File: config.mk
export PLATFORM = sky130hd
export DESIGN_NAME = ldl_serial_latches
export DESIGN_NICKNAME = d
export VERILOG_FILES = /design/src/ldl_pkg.sv /design/src/ldl_pin_sync.sv /design/src/ldl_serial_latches.sv
export SDC_FILE = /design/constraint.sdc
export NUM_CORES = 1
export LEC_CHECK = 0
export BUFFER_PORTS_ARGS = -buffer_cell sky130_fd_sc_hd__buf_2
export CORE_UTILIZATION = 40
export CTS_BUF_LIST = sky130_fd_sc_hd__clkbuf_4 sky130_fd_sc_hd__clkbuf_8
export CTS_CLUSTER_SIZE = 16
export DETAILED_ROUTE_END_ITERATION = 7
export SKIP_LAST_GASP = 1
export SYNTH_ARGS = -nofsm -noshare
export SYNTH_HDL_FRONTEND = slang
export SYNTH_SLANG_ARGS = --single-unit
File: constraint.sdc
create_clock -name i_clk -period 15.1 [get_ports i_clk]
set_input_delay 1.51 -clock i_clk [delete_from_list [all_inputs] [get_ports i_clk]]
set_output_delay 1.51 -clock i_clk [all_outputs]
set_load 0.05 [all_outputs]
File: src/ldl_pkg.sv
package ldl_pkg;

	////////////////////////////////////////////////////////////////////////////////
	// Frame and latch geometry
	localparam int COMMON_W     = 288; // Common serial shift register
	localparam int COR_W        = 216; // Correction shift register and latch
	localparam int CHANNELS     = 24;  // Constant-current outputs
	localparam int GROUPS       = 3;   // Red, green and blue groups
	localparam int GS_W         = 12;  // Grayscale value per output
	localparam int DOT_W        = 7;   // Correction value per output
	localparam int BRIGHTNESS_FIELD_W     = 8;   // Brightness per group
	localparam int FUNCTION_FIELD_W       = 7;   // Function bits
	localparam int USER_W       = 17;  // User bits

	// Field positions inside the correction latch
	localparam int DOT_LSB      = 0;
	localparam int BRIGHTNESS_FIELD_LSB   = 168;
	localparam int FUNCTION_FIELD_LSB     = 192;
	localparam int RANGE_LSB    = 192; // Red, green, blue range at 192, 193, 194
	localparam int USER_LSB     = 199;
	localparam int COR_COPY_TOP = 198; // Highest latch bit written from the common path

	// Correction latch contents are loaded here for read-back on the serial output
	localparam int READBACK_LSB = COMMON_W - COR_W;

	////////////////////////////////////////////////////////////////////////////////
	// Timing of the automatic correction transfer
	localparam int CLK_PERIOD_NS = 10;
	localparam int XFER_MIN_MS   = 3;
	localparam int XFER_MAX_MS   = 7;
	localparam int NS_PER_MS     = 1000000;
	localparam int XFER_MIN_CYC  = (XFER_MIN_MS * NS_PER_MS + CLK_PERIOD_NS - 1) / CLK_PERIOD_NS;
	localparam int XFER_MAX_CYC  = (XFER_MAX_MS * NS_PER_MS) / CLK_PERIOD_NS;
	localparam int XFER_DEF_CYC  = (XFER_MIN_CYC + XFER_MAX_CYC) / 2;
	localparam int XFER_CNT_W    = 20; // Holds counts up to XFER_MAX_CYC

	////////////////////////////////////////////////////////////////////////////////
	// Synchroniser lanes for the pins
	localparam int PIN_N         = 6;
	localparam int PIN_PWM_CLK   = 0;
	localparam int PIN_PWM_IN    = 1;
	localparam int PIN_STROBE    = 2;
	localparam int PIN_COR_CLK   = 3;
	localparam int PIN_COR_IN    = 4;
	localparam int PIN_BLANK_N   = 5;

	////////////////////////////////////////////////////////////////////////////////
	// Types
	typedef logic [GS_W-1:0]        ldl_gs_t;
	typedef ldl_gs_t [CHANNELS-1:0] ldl_gs_arr_t;
	typedef logic [DOT_W-1:0]       ldl_dot_t;
	typedef ldl_dot_t [CHANNELS-1:0] ldl_dot_arr_t;
	typedef logic [BRIGHTNESS_FIELD_W-1:0]    ldl_brightness_field_t;
	typedef ldl_brightness_field_t [GROUPS-1:0] ldl_brightness_field_arr_t;

	// Correction transfer timer
	typedef enum logic {
		XFER_IDLE = 1'b0,
		XFER_WAIT = 1'b1
	} ldl_xfer_e;

	typedef struct packed {
		logic [COMMON_W-1:0]   common;    // Common serial shift register
		logic [COMMON_W-1:0]   gs_latch;  // Grayscale latch
		logic [COR_W-1:0]      cor_shift; // Correction shift register
		logic [COR_W-1:0]      cor_latch; // Correction/brightness/function/user latch
		logic                  strobe_at_clk; // Strobe level at the last serial clock edge
		ldl_xfer_e             xfer;      // Transfer timer state
		logic [XFER_CNT_W-1:0] cnt;       // Cycles since the last correction clock edge; stops at CNT_LAST
		logic                  xfer_pulse; // One cycle after an automatic transfer
	} ldl_state_s;

endpackage : ldl_pkg

File: src/ldl_pin_sync.sv
module ldl_pin_sync #(
	parameter int WIDTH = 1
) (
	input  wire logic             i_clk,
	input  wire logic             i_sys_rst,
	input  wire logic [WIDTH-1:0] i_async,
	output logic      [WIDTH-1:0] o_level,
	output logic      [WIDTH-1:0] o_rise
);
	import ldl_pkg::*;

	////////////////////////////////////////////////////////////////////////////////
	// Stage one is seen only by stage two; stage three keeps the edge detector off it
	typedef struct packed {
		logic [WIDTH-1:0] s1; // Metastability catcher
		logic [WIDTH-1:0] s2; // Settled level
		logic [WIDTH-1:0] s3; // Previous settled level
	} ldl_sync_s;

	ldl_sync_s q; // Registered state
	ldl_sync_s d; // Next state

	// Shift the samples along; reset parks every lane low
	always_comb begin
		d    = q;
		d.s1 = i_async;
		d.s2 = q.s1;
		d.s3 = q.s2;
		if (i_sys_rst) begin
			d = '0;
		end
	end

	// State register
	always_ff @(posedge i_clk) begin
		q <= d;
	end

	assign o_level = q.s2;
	assign o_rise  = q.s2 & ~q.s3;

endmodule : ldl_pin_sync

File: src/ldl_serial_latches.sv
// Function
// - Shift serial input into common register LSB
// - Strobe low at clock: latch grayscale frame
// - Strobe high at clock: latch correction bits
// - Grayscale latch maps 12 bits per output
// - New grayscale values take effect immediately
// - Blanking low forces all outputs off
// - Shift correction input into correction register
// - Correction latch holds correction, brightness, function
// - Correction latch readable on grayscale serial output
// - Shift registers and latches have no reset
// - Automatic correction transfer 3 to 7 ms
// - Function bits choose correction range per group
module ldl_serial_latches #(
	parameter int unsigned CORR_XFER_CYCLES = ldl_pkg::XFER_DEF_CYC
) (
	input  wire logic                   i_clk,
	input  wire logic                   i_sys_rst,
	input  wire logic                   i_pwm_serial_clock,
	input  wire logic                   i_pwm_serial_in,
	input  wire logic                   i_pwm_latch_strobe,
	input  wire logic                   i_correction_serial_clock,
	input  wire logic                   i_correction_serial_in,
	input  wire logic                   i_output_blank_n,
	output logic                        o_pwm_serial_out,
	output logic                        o_correction_serial_out,
	output ldl_pkg::ldl_gs_arr_t        o_grayscale_value,
	output ldl_pkg::ldl_dot_arr_t       o_per_output_correction,
	output ldl_pkg::ldl_brightness_field_arr_t    o_group_brightness,
	output logic [ldl_pkg::FUNCTION_FIELD_W-1:0]  o_function_bits,
	output logic [ldl_pkg::USER_W-1:0]  o_user_bits,
	output logic [ldl_pkg::GROUPS-1:0]  o_correction_range,
	output logic                        o_outputs_on,
	output logic                        o_correction_updated
);
	import ldl_pkg::*;

	////////////////////////////////////////////////////////////////////////////////
	// Constants and decode helpers

	// Last count of the transfer timer, sized to the counter
	localparam logic [XFER_CNT_W-1:0] CNT_LAST = XFER_CNT_W'(CORR_XFER_CYCLES - 1);
	// A delay of zero would wrap this to all ones and stretch the wait to the counter's
	// full range, so the delay must be at least one cycle

	// Grayscale value of one channel; channel 3n+c is colour c of output n
	function automatic ldl_gs_t gs_field(input logic [COMMON_W-1:0] v, input int ch);
		gs_field = v[ch*GS_W +: GS_W];
	endfunction : gs_field

	// Correction value of one channel, same channel order as the grayscale
	function automatic ldl_dot_t dot_field(input logic [COR_W-1:0] v, input int ch);
		dot_field = v[DOT_LSB + ch*DOT_W +: DOT_W];
	endfunction : dot_field

	////////////////////////////////////////////////////////////////////////////////
	// Pin synchronisers

	logic [PIN_N-1:0] pins_raw;  // All pins, one lane each
	logic [PIN_N-1:0] pins_lvl;  // Settled levels
	logic [PIN_N-1:0] pins_rise; // Rising edges of the settled levels

	// Data travels through the same depth as its clock, so the skew stays small
	// Pin pulses shorter than one clock period can fall between samples and be lost
	assign pins_raw[PIN_PWM_CLK] = i_pwm_serial_clock;
	assign pins_raw[PIN_PWM_IN]  = i_pwm_serial_in;
	assign pins_raw[PIN_STROBE]  = i_pwm_latch_strobe;
	assign pins_raw[PIN_COR_CLK] = i_correction_serial_clock;
	assign pins_raw[PIN_COR_IN]  = i_correction_serial_in;
	assign pins_raw[PIN_BLANK_N] = i_output_blank_n;

	ldl_pin_sync #(
		.WIDTH (PIN_N)
	) u_pin_sync (
		.i_clk     (i_clk),
		.i_sys_rst (i_sys_rst),
		.i_async   (pins_raw),
		.o_level   (pins_lvl),
		.o_rise    (pins_rise)
	);

	logic pwm_clk_rise; // Serial clock edge seen
	logic pwm_in_lvl;   // Serial data at that edge
	logic strobe_lvl;   // Strobe level
	logic strobe_rise;  // Strobe rising edge
	logic cor_clk_rise; // Correction clock edge seen
	logic cor_in_lvl;   // Correction data at that edge
	logic blank_n_lvl;  // Blanking, low forces outputs off

	assign pwm_clk_rise = pins_rise[PIN_PWM_CLK];
	assign pwm_in_lvl   = pins_lvl[PIN_PWM_IN];
	assign strobe_lvl   = pins_lvl[PIN_STROBE];
	assign strobe_rise  = pins_rise[PIN_STROBE];
	assign cor_clk_rise = pins_rise[PIN_COR_CLK];
	assign cor_in_lvl   = pins_lvl[PIN_COR_IN];
	assign blank_n_lvl  = pins_lvl[PIN_BLANK_N];

	////////////////////////////////////////////////////////////////////////////////
	// State

	ldl_state_s q; // Registered state
	ldl_state_s d; // Next state

	// Next-state logic; later assignments win where two paths meet
	always_comb begin
		d            = q;
		d.xfer_pulse = 1'b0;

		// Remember which latch the next strobe will load
		if (pwm_clk_rise) begin
			d.strobe_at_clk = strobe_lvl;
		end

		// Automatic transfer after the correction clock has gone quiet
		unique case (q.xfer)
			XFER_IDLE: begin
				d.cnt = q.cnt;
			end
			XFER_WAIT: begin
				if (q.cnt == CNT_LAST) begin
					d.cor_latch  = q.cor_shift;
					d.xfer       = XFER_IDLE;
					d.xfer_pulse = 1'b1;
				end else begin
					d.cnt = q.cnt + 1'b1;
				end
			end
		endcase

		// Strobe edge loads a latch; a serial clock edge in the same cycle does not shift
		if (strobe_rise) begin
			if (q.strobe_at_clk) begin
				// Correction path: latch low bits, user bits into shift register
				d.cor_latch[COR_COPY_TOP:0]     = q.common[COR_COPY_TOP:0];
				d.cor_shift[COR_W-1:USER_LSB]   = q.common[COR_W-1:USER_LSB];
				// Old latch contents go to the top so they leave first on the output
				d.common[COMMON_W-1:READBACK_LSB] = q.cor_latch;
			end else begin
				d.gs_latch = q.common;
			end
		end else if (pwm_clk_rise) begin
			d.common = {q.common[COMMON_W-2:0], pwm_in_lvl};
		end

		// Correction port shifting restarts the transfer timer
		if (cor_clk_rise) begin
			d.cor_shift = {q.cor_shift[COR_W-2:0], cor_in_lvl};
			d.xfer      = XFER_WAIT;
			d.cnt       = '0;
		end

		// Only control state is reset; data holds whatever it had
		if (i_sys_rst) begin
			d.strobe_at_clk = 1'b0;
			d.xfer          = XFER_IDLE;
			d.cnt           = '0;
			d.xfer_pulse    = 1'b0;
		end
	end

	// State register
	always_ff @(posedge i_clk) begin
		q <= d;
	end

	////////////////////////////////////////////////////////////////////////////////
	// Outputs

	// Serial outputs straight from the register MSBs
	assign o_pwm_serial_out        = q.common[COMMON_W-1];
	assign o_correction_serial_out = q.cor_shift[COR_W-1];

	// Per-channel values come straight from the latches, so a new frame acts at once
	genvar ch;
	generate
		for (ch = 0; ch < CHANNELS; ch++) begin : g_chan
			assign o_grayscale_value[ch]       = gs_field(q.gs_latch, ch);
			assign o_per_output_correction[ch] = dot_field(q.cor_latch, ch);
		end
	endgenerate

	// Group fields
	genvar gr;
	generate
		for (gr = 0; gr < GROUPS; gr++) begin : g_group
			assign o_group_brightness[gr] = q.cor_latch[BRIGHTNESS_FIELD_LSB + gr*BRIGHTNESS_FIELD_W +: BRIGHTNESS_FIELD_W];
			assign o_correction_range[gr] = q.cor_latch[RANGE_LSB + gr];
		end
	endgenerate

	assign o_function_bits      = q.cor_latch[FUNCTION_FIELD_LSB +: FUNCTION_FIELD_W];
	assign o_user_bits          = q.cor_latch[USER_LSB +: USER_W];
	assign o_correction_updated = q.xfer_pulse;

	// Blanking gates every driver; it also reads low during reset
	assign o_outputs_on = blank_n_lvl;
endmodule : ldl_serial_latches

Word-level counts from Yosys, hierarchy flattened
Index checks and enable logic that the tools add are counted.
{"block": "classes", "add_sub_neg": 1, "eq_ne": 3, "mux": 16, "bitwise": 5, "n_reduce_logical": 11}
{"op": "two-way mux 199 bit", "n": 4}
{"op": "two-way mux 216 bit", "n": 3}
{"op": "two-way mux 288 bit", "n": 1}
{"op": "two-way mux 20 bit", "n": 2}
{"op": "two-way mux 17 bit", "n": 2}
{"op": "two-way mux 21 bit", "n": 1}
{"op": "adder 20 x 1 -> 20 bit (second input constant)", "n": 1}
{"op": "equality test 20 x 19 -> 1 bit (second input constant)", "n": 1}
{"op": "AND reduction 2 bit", "n": 6}
{"op": "nonzero test 2 bit", "n": 3}
{"op": "AND 4 bit", "n": 1}
{"op": "NOT 4 bit", "n": 1}
{"op": "OR reduction 2 bit", "n": 2}
{"op": "two-way mux 1 bit", "n": 3}
{"op": "NOT 1 bit", "n": 3}
{"op": "inequality test 2 x 1 -> 1 bit (second input constant)", "n": 1}
{"op": "inequality test 2 bit (second input constant)", "n": 1}
{"block": "totals", "regBits": 1047}

Logic depth before layout (Yosys ltp)
Gate-level depths: netlist (run 1).
{"block": "logic_depth", "depth_word": 5, "mapped_depth": 8, "mapped_depth_nobuf": 5}

Hierarchy
Synthesis (run 1) repeated with hierarchy kept, for this count alone.
{"block": "unflattened", "hier_cells": 2639, "area_unflattened_um2": 40416.3}
{"mod": "ldl_serial_latches", "n_inst": 1, "cells_each": 2590, "area_each_um2": 39844.5, "seq_area_each_um2": 28737.6}
{"mod": "ldl_pin_sync", "n_inst": 1, "cells_each": 49, "area_each_um2": 571.8, "seq_area_each_um2": 360.3}

Least setup slack after synthesis (run 1)
No wires, ideal clock.
{"block": "synth_timing", "kind": "reg2reg", "from": "reg u_pin_sync.q[2] (netlist bit)", "to": "reg q, in the netlist o_grayscale_value[0] (enable)", "arrival_ps": 12367, "required_ps": 14158, "path_slack_ps": 1791, "stages_incl_launch_ff": 3, "n_path_buf": 0, "path_cell_list": "dfxtp_1 -> nand2b_1 -> nor2_1"}
{"block": "synth_via", "elab_chain_cells": 3}
{"item": "from (decl)", "line_no": "ldl_pin_sync.sv:20", "source": "ldl_sync_s q;"}
{"item": "from (signal assigned)", "line_no": "ldl_pin_sync.sv:36", "source": "q <= d;"}
{"item": "NOT 4 bit", "line_no": "ldl_pin_sync.sv:40", "source": "assign o_rise = q.s2 & ~q.s3;"}
{"item": "AND 4 bit", "line_no": "ldl_pin_sync.sv:40"}
{"item": "AND reduction 2 bit (no source line)"}
{"item": "to (signal assigned)", "line_no": "ldl_serial_latches.sv:163", "source": "q <= d;"}
{"item": "to (decl)", "line_no": "ldl_serial_latches.sv:101", "source": "ldl_state_s q;"}
Every way passes these cells.
A chain may end at the register's enable or synchronous reset.

Final worst setup path (run 1)
{"block": "layout_timing", "from": "reg u_pin_sync.q, in the netlist u_pin_sync.o_level[2]", "to": "reg q[1024] (netlist bit) (enable)"}
{"block": "layout_via", "elab_chain_cells": 3, "elab_cells_between_ends": 4, "cone_classes": "1 x eq/ne; 1 x bitwise; 2 x reduce/logical"}
{"item": "AND 4 bit *", "line_no": "ldl_pin_sync.sv:40"}
{"item": "inequality test 2 x 1 -> 1 bit (no source line) / nonzero test 2 bit (equally long branches)"}
{"item": "AND reduction 2 bit (no source line) *"}
Every way passes the cells marked *; elsewhere a longest branch is shown, timed or not.

==> results of run 1 <==
==> per-stage QoR <==
step / cells / hold WS [ns]
CTS: 4433 / 0.404
detailed placement: 4102 / 0.389
global placement: 4102 / 0.387
finish: 4436 / 0.407
floorplan: 2901 / 0.386
global route: 4435 / 0.426
==> power by group through the flow <==
stage	Sequential, mW	Combinational (mW)	Clock (mW)
floorplan	3.33	0.510	0
global placement	3.37	0.523	0
detailed placement	3.37	0.529	0
CTS	3.31	0.530	2.68
global route	3.32	0.549	2.81
finish	3.31	0.525	2.62
==> flip-flops by register name (all words and copies together) (netlist names) <==
| signal | cells |
|---|---|
| o_correction_range | 3 |
| o_correction_serial_out | 1 |
| o_grayscale_value | 288 |
| u_pin_sync.o_level | 6 |
| o_function_bits | 4 |
| o_per_output_correction | 168 |
| o_correction_updated | 1 |
| o_user_bits | 17 |
| o_pwm_serial_out | 1 |
| q | 524 |
| o_group_brightness | 24 |
| u_pin_sync.q | 9 |
==> worst max-delay path, delay by kind of cell, from the launching register on <==
| family | cells | cell delay (ns) |
|---|---|---|
| DFF | 1 | 0.37 |
| buffers and inverters | 3 | 1.85 |
| and+or+nand+nor | 3 | 1.25 |
==> path summary, 6_finish.rpt <==
| kind | from | end | slack (ns) | cells past startpoint |
|---|---|---|---|---|
| min reg2reg | u_pin_sync.o_level[1] | q[743] | 0.41 | 0 |
| min | u_pin_sync.o_level[1] | q[743] | 0.41 | 0 |
| max reg2reg | u_pin_sync.o_level[2] | q[1024] | 11.03 | 6 |
| max | u_pin_sync.o_level[2] | q[1024] | 11.03 | 6 |
==> cell usage after synthesis (4+ instances only) <==
cell	number	share of area
nand4_1	8	0.0012
clkbuf_1	156	0.014
dfxtp_1	237	0.12
buf_6	9	0.0025
buf_4	509	0.094
mux2i_1	8	0.0020
o31ai_1	4	0.00074
nor2_1	207	0.019
nand3_1	204	0.025
a21oi_1	11	0.0014
edfxtp_1	809	0.60
mux2_2	17	0.0047
a211oi_1	5	0.00093
a22o_1	216	0.047
and4_1	6	0.0013
nor2b_1	17	0.0026
or4_1	4	0.00074
buf_2	18	0.0022
a31oi_1	199	0.031
o21ai_0	203	0.025
nand2_1	17	0.0016
or3_1	9	0.0014
==> routing by layer <==
layer / global-route usage / up-vias / part of all wire
met3: 0.0474 / 143 / 0.073
met1: 0.284 / 11900 / 0.46
met4: 0.0641 / 0 / 0.024
met5: 0 / - / 0
met2: 0.283 / 1021 / 0.44
li1: - / 10400 / -
==> kinds of logic after synthesis <==
family	after synthesis
xor gates and xnor gates	4
AOI/OAI and AO/OA	640
muxes	25
buffers and inverters	699
DFF	1046
and+or+nand+nor	486
adders and majority gates	1
==> area by class of cell <==
cell class | instances | area [sq um] | area share
inverters | 2 | 22.5 | 0.000509
well taps | 1357 | 1700 | 0.0384
diodes | 3 | 7.51 | 0.000170
repair buffers | 541 | 2830 | 0.0639
flip-flops and latches | 1046 | 29000 | 0.656
multi-input cells | 1156 | 6910 | 0.156
clock inverters | 62 | 449 | 0.0102
clock buffers | 269 | 3280 | 0.0742
==> impl_results.md, run 1 <==
* Clock skew at 0.0424 ns
* # Post-CTS Setup Buffers at 0
* H-tree lvl count at 4
* Final period util at 0.269
* Initial antenna violation count at 2
* Post-synthesis cell type count at 40
* CP max FO at 148
* Mapped Area at 40600 sq um
* Logic pwr share at 0.081
* Final worst path period need at 4.07 ns
* Skew-Pair Late Insertion Delay at 0.84 ns
* VDD IR-drop max at 0.0791 mV
* Final setup margin at 11.03 ns
* Clk slew on worst S/H paths at 0.06 ns
* Gr ovfl total at 0
* Mux cell area share after synthesis at 0.00670
* Relative slew slack at 0.175
* Die area at 103000 sq um
* First drt pass iteration count at 7
* Critical Path Max Stage Delay at 0.71 ns
* Drt drc at 0
* Vias in the first global route at 22000
* Critical path class: register to register
* 1st-iter DRT viols at 2195
* Post-synthesis simple-gate area fraction at 0.0558
* Clk pwr share at 0.406
* Global-route wire length before repair at 149000 microns
* Largest family of logic cells by synthesized area: buffers and inverters
* Outcome: finished clean
* Nets at 2931
* IO Port Bufs at 518
* Final Hold Violating Endpoints at 0
* Slew Viols, Final at 0
* Area Overhead vs Synth at 9.09%
* Post-Synth XOR/XNOR Area at 0.000864
* Commonest non-fill, non-tap cell in the layout: edfxtp_1
* Antenna viol nets, final at 0
* DP Area at 40500 sq um
* Final Core Density at 0.441
* Worst EP required at 15.57 ns
* Power per Cell Area at 146 nW/um^2
* Highest clock rate at 246 MHz
* Post-cts sizing count at 0
* Critical Path End Type: register
* Design area at 44200 sq um
* Internal power at 4.77 mW
* Clk sink count at 1046
* Boundary Pins at 519
* Root Buffer: clkbuf_8
* Post-CTS Hold Buffers at 0
* Max-cap violations at 0
* Warnings from Yosys at 0
* Post-Route WL at 103000 microns
* Count of state elements after synthesis at 1046
* Share of cells above drive strength 1 at 0.284
* Net Count, Synth at 2910
* Site row count at 116
* Slew @ Worst Pin at 1.24 ns
* Gpl congestion at 0.825
* Max clock buf depth at 3
* HPWL Detailed at 62900 microns
* Setup_tns at 0 ns
* Vias at 23500
* Global Route Usage Sum at 0.195
* Overall Power at 6.46 mW
* Post-synthesis sequential area ratio at 0.716
* Vias/cell at 5.30
* DP Worst Slack at 10.87 ns
* Hold Path Class: register to register
* Final setup fails at 0
* Syn_area_per_cell at 14.0 sq um
* Slowest CP cell: buf_4
* Crit path cell chain: nor2b_4, buf_12, nand2_4, nand2_4, buf_4, buf_4
* Sequential power share at 0.513
* Filler cell count at 8996
* Core ar. at 100000 sq um
* Compound-Gate Fraction of Synth Area at 0.106
* Post-synth EDFFs at 809
* RSZ-0062 raised after global routing: no
* Effective utilization at floorplan at 0.404
* Syn Inst Count at 2901
* CP Launch Type: register
* Die Ht at 320 microns
* CTS tree: done
* Critical Path AT at 4.53 ns
* Adder-cell share of the synthesized area at 0.000309
* Num CTS Buffers at 175
* Commonest non-fill, non-tap cells in the layout: 809 x edfxtp_1, 518 x buf_2, 237 x dfxtp_1
* Async SR Flop Fraction at 0
* WL per Instance at 23.1 microns
* Switch share at 0.262
* Psw at 1.69 mW
* Ys flop type: edfxtp_1
* Largest net degree at the start of global routing at 184
* Chip width at 320 microns
* P_leak at 15.2 nW
Power figures use the tool's default switching activity.
==> run 2, diff against run 1 <==
clock period = 4.05 ns   (was 15.1 ns; I/O delays follow)
==> impl_results.md, run 2 (synthesis results as in run 1) <==
* Outcome: finished clean
* R2r startpoint: q[11]
* Vias at 23600
* Critical Path End Type: register
* Critical Path Max Stage Delay at 0.87 ns
* Area Overhead vs Synth at 9.81%
* Die area at 103000 sq um
* CTS tree: done
* Core ar. at 100000 sq um
* Max clock buf depth at 3
* Critical Path AT at 3.44 ns
* First drt pass iteration count at 6
* Highest clock rate at 371 MHz
* IO Port Bufs at 518
* Register bank with the most flops: q
* Drt drc at 0
* Slew Viols, Final at 0
* P_leak at 15.4 nW
* VDD IR-drop max at 0.258 mV
* Max-cap violations at 0
* Antenna viol nets, final at 0
* Skew-Pair Late Insertion Delay at 0.83 ns
* Placed cell count at 4123
* H-tree lvl count at 4
* Vias in the first global route at 22300
* Hold Path Class: primary input to register
* Root Buffer: clkbuf_8
* Gpl congestion at 0.832
* Vias/cell at 5.29
* Boundary Pins at 519
* Crit path cell chain: nor4b_1, and4_4, buf_4, nand3_1, a31oi_1
* Commonest non-fill, non-tap cells in the layout: 809 x edfxtp_1, 518 x buf_2, 236 x dfxtp_1
* Worst hold stages at 3
* Num CTS Buffers at 172
* Global-route wire length before repair at 150000 microns
* Commonest non-fill, non-tap cell in the layout: edfxtp_1
* Critical path class: register to register
* Slew @ Worst Pin at 1.07 ns
* Layout Cells excl Fill at 4460
* Final Hold Violating Endpoints at 0
* Worst EP required at 4.80 ns
* Min-delay src: i_pwm_serial_clock
* CP Launch Type: register
* Worst R2R Path Depth at 5
* Reg2reg setup slack at 1.35 ns
* HPWL Detailed at 64500 microns
* Clk sink count at 1046
* Largest net degree at the start of global routing at 203
* Chip width at 320 microns
* Global Route Usage Sum at 0.195
* Final setup fails at 0
* CP max FO at 56
* Initial antenna violation count at 1
* Die Ht at 320 microns
* Relative slew slack at 0.288
* Hold_ws at 0.318 ns
* Nets at 2956
* Slowest CP cell: and4_4
* Clock skew at 0.0277 ns
* Site row count at 116
* Max reg flops at 524
* Power per Cell Area at 534 nW/um^2
* Worst Hold Path EP: u_pin_sync.q[12]
* Effective utilization at floorplan at 0.404
* RR Endpoint: o_per_output_correction[132]
* Post-Route WL at 103000 microns
* Gr ovfl total at 0
* 1st-iter DRT viols at 2255
* Setup_tns at 0 ns
* WL per Instance at 23.2 microns
* Final worst path period need at 2.70 ns
* RSZ-0062 raised after global routing: no
* Final period util at 0.666
* # Post-CTS Setup Buffers at 0
* Filler cell count at 8997
* Clk slew on worst S/H paths at 0.06 ns
* Share of cells above drive strength 1 at 0.289
[run 2: cell types whose count changed in the layout (fill, tap and decap cells not counted), moves of 5 or more]
| cell | change |
|---|---|
| clkinv_8 | -5 |
| buf_4 | +5 |
| dlygate4sd3_1 | +7 |
| buf_12 | +16 |
| diode_2 | +6 |
| clkinv_1 | -6 |
| clkbuf_8 | -8 |
[run 2: power breakdown]
group | switching, mW | leakage (nW) | internal (mW) | total [mW]
Clock | 4.29 | 1.91 | 5.18 | 9.47
Sequential | 0.389 | 8.76 | 12.0 | 12.3
Combinational | 1.55 | 4.70 | 0.432 | 1.98
Total | 6.22 | 15.4 | 17.6 | 23.8
[run 2: how the worst max path moves through the flow]
stage | from | to | slack (ns) | cells after the start
after floorplan | u_pin_sync.q[2] | o_grayscale_value[0] | -1.06 | 2
after global placement | q[11] | o_per_output_correction[69] | 1.50 | 5
after CTS | q[11] | o_per_output_correction[132] | 1.40 | 5
after detailed placement | q[11] | o_per_output_correction[132] | 1.41 | 5
after global routing | q[11] | o_per_output_correction[51] | 1.25 | 5
final | q[11] | o_per_output_correction[132] | 1.35 | 5
[run 2: critical path: cells and delay by family, from the launching register on]
kind	cells	cell delay, ns
AND/OR/NAND/NOR	3	1.54
buffers and inverters	1	0.52
flip-flops	1	0.35
AO/OA/AOI/OAI	1	0.20
[run 2: metrics by stage]
stage	cell area [sq um]	total power [mW]	setup slack [ns]	util
after CTS	44500	24.0	1.40	0.444
after global routing	44500	24.6	1.25	0.444
after detailed placement	40900	14.6	1.41	0.408
after global placement	40900	14.5	1.50	0.408
after floorplan	40600	14.3	-1.06	-
final	44500	23.8	1.35	0.444
[run 2: cell type report]
class                           instances  area [sq um]  share of cell area
Antenna cell                            9          22.5            0.000506
Clock buffer                          263          3190              0.0716
Clock inverter                         58           375             0.00843
Inverter                                2          22.5            0.000506
Multi-Input combinational cell       1156          6930               0.156
Sequential cell                      1046         29000               0.652
Tap cell                             1357          1700              0.0381
Timing Repair Buffer                  569          3260              0.0731
[run 2: what timing repair did]
item | in CTS | in global routing
endpoints found under the hold margin | 7 | 0
hold buffers | 7 | 0
gates resized for setup | 0 | 0
[run 2: routing by layer]
metal | GRT usage | part of all wire | routed length, microns | vias to the layer above
li1 | - | - | - | 10500
met1 | 0.287 | 0.46 | 47300 | 11900
met2 | 0.281 | 0.44 | 45300 | 1027
met3 | 0.0408 | 0.070 | 7260 | 171
met4 | 0.0785 | 0.033 | 3430 | 0
met5 | 0 | 0 | 0 | -
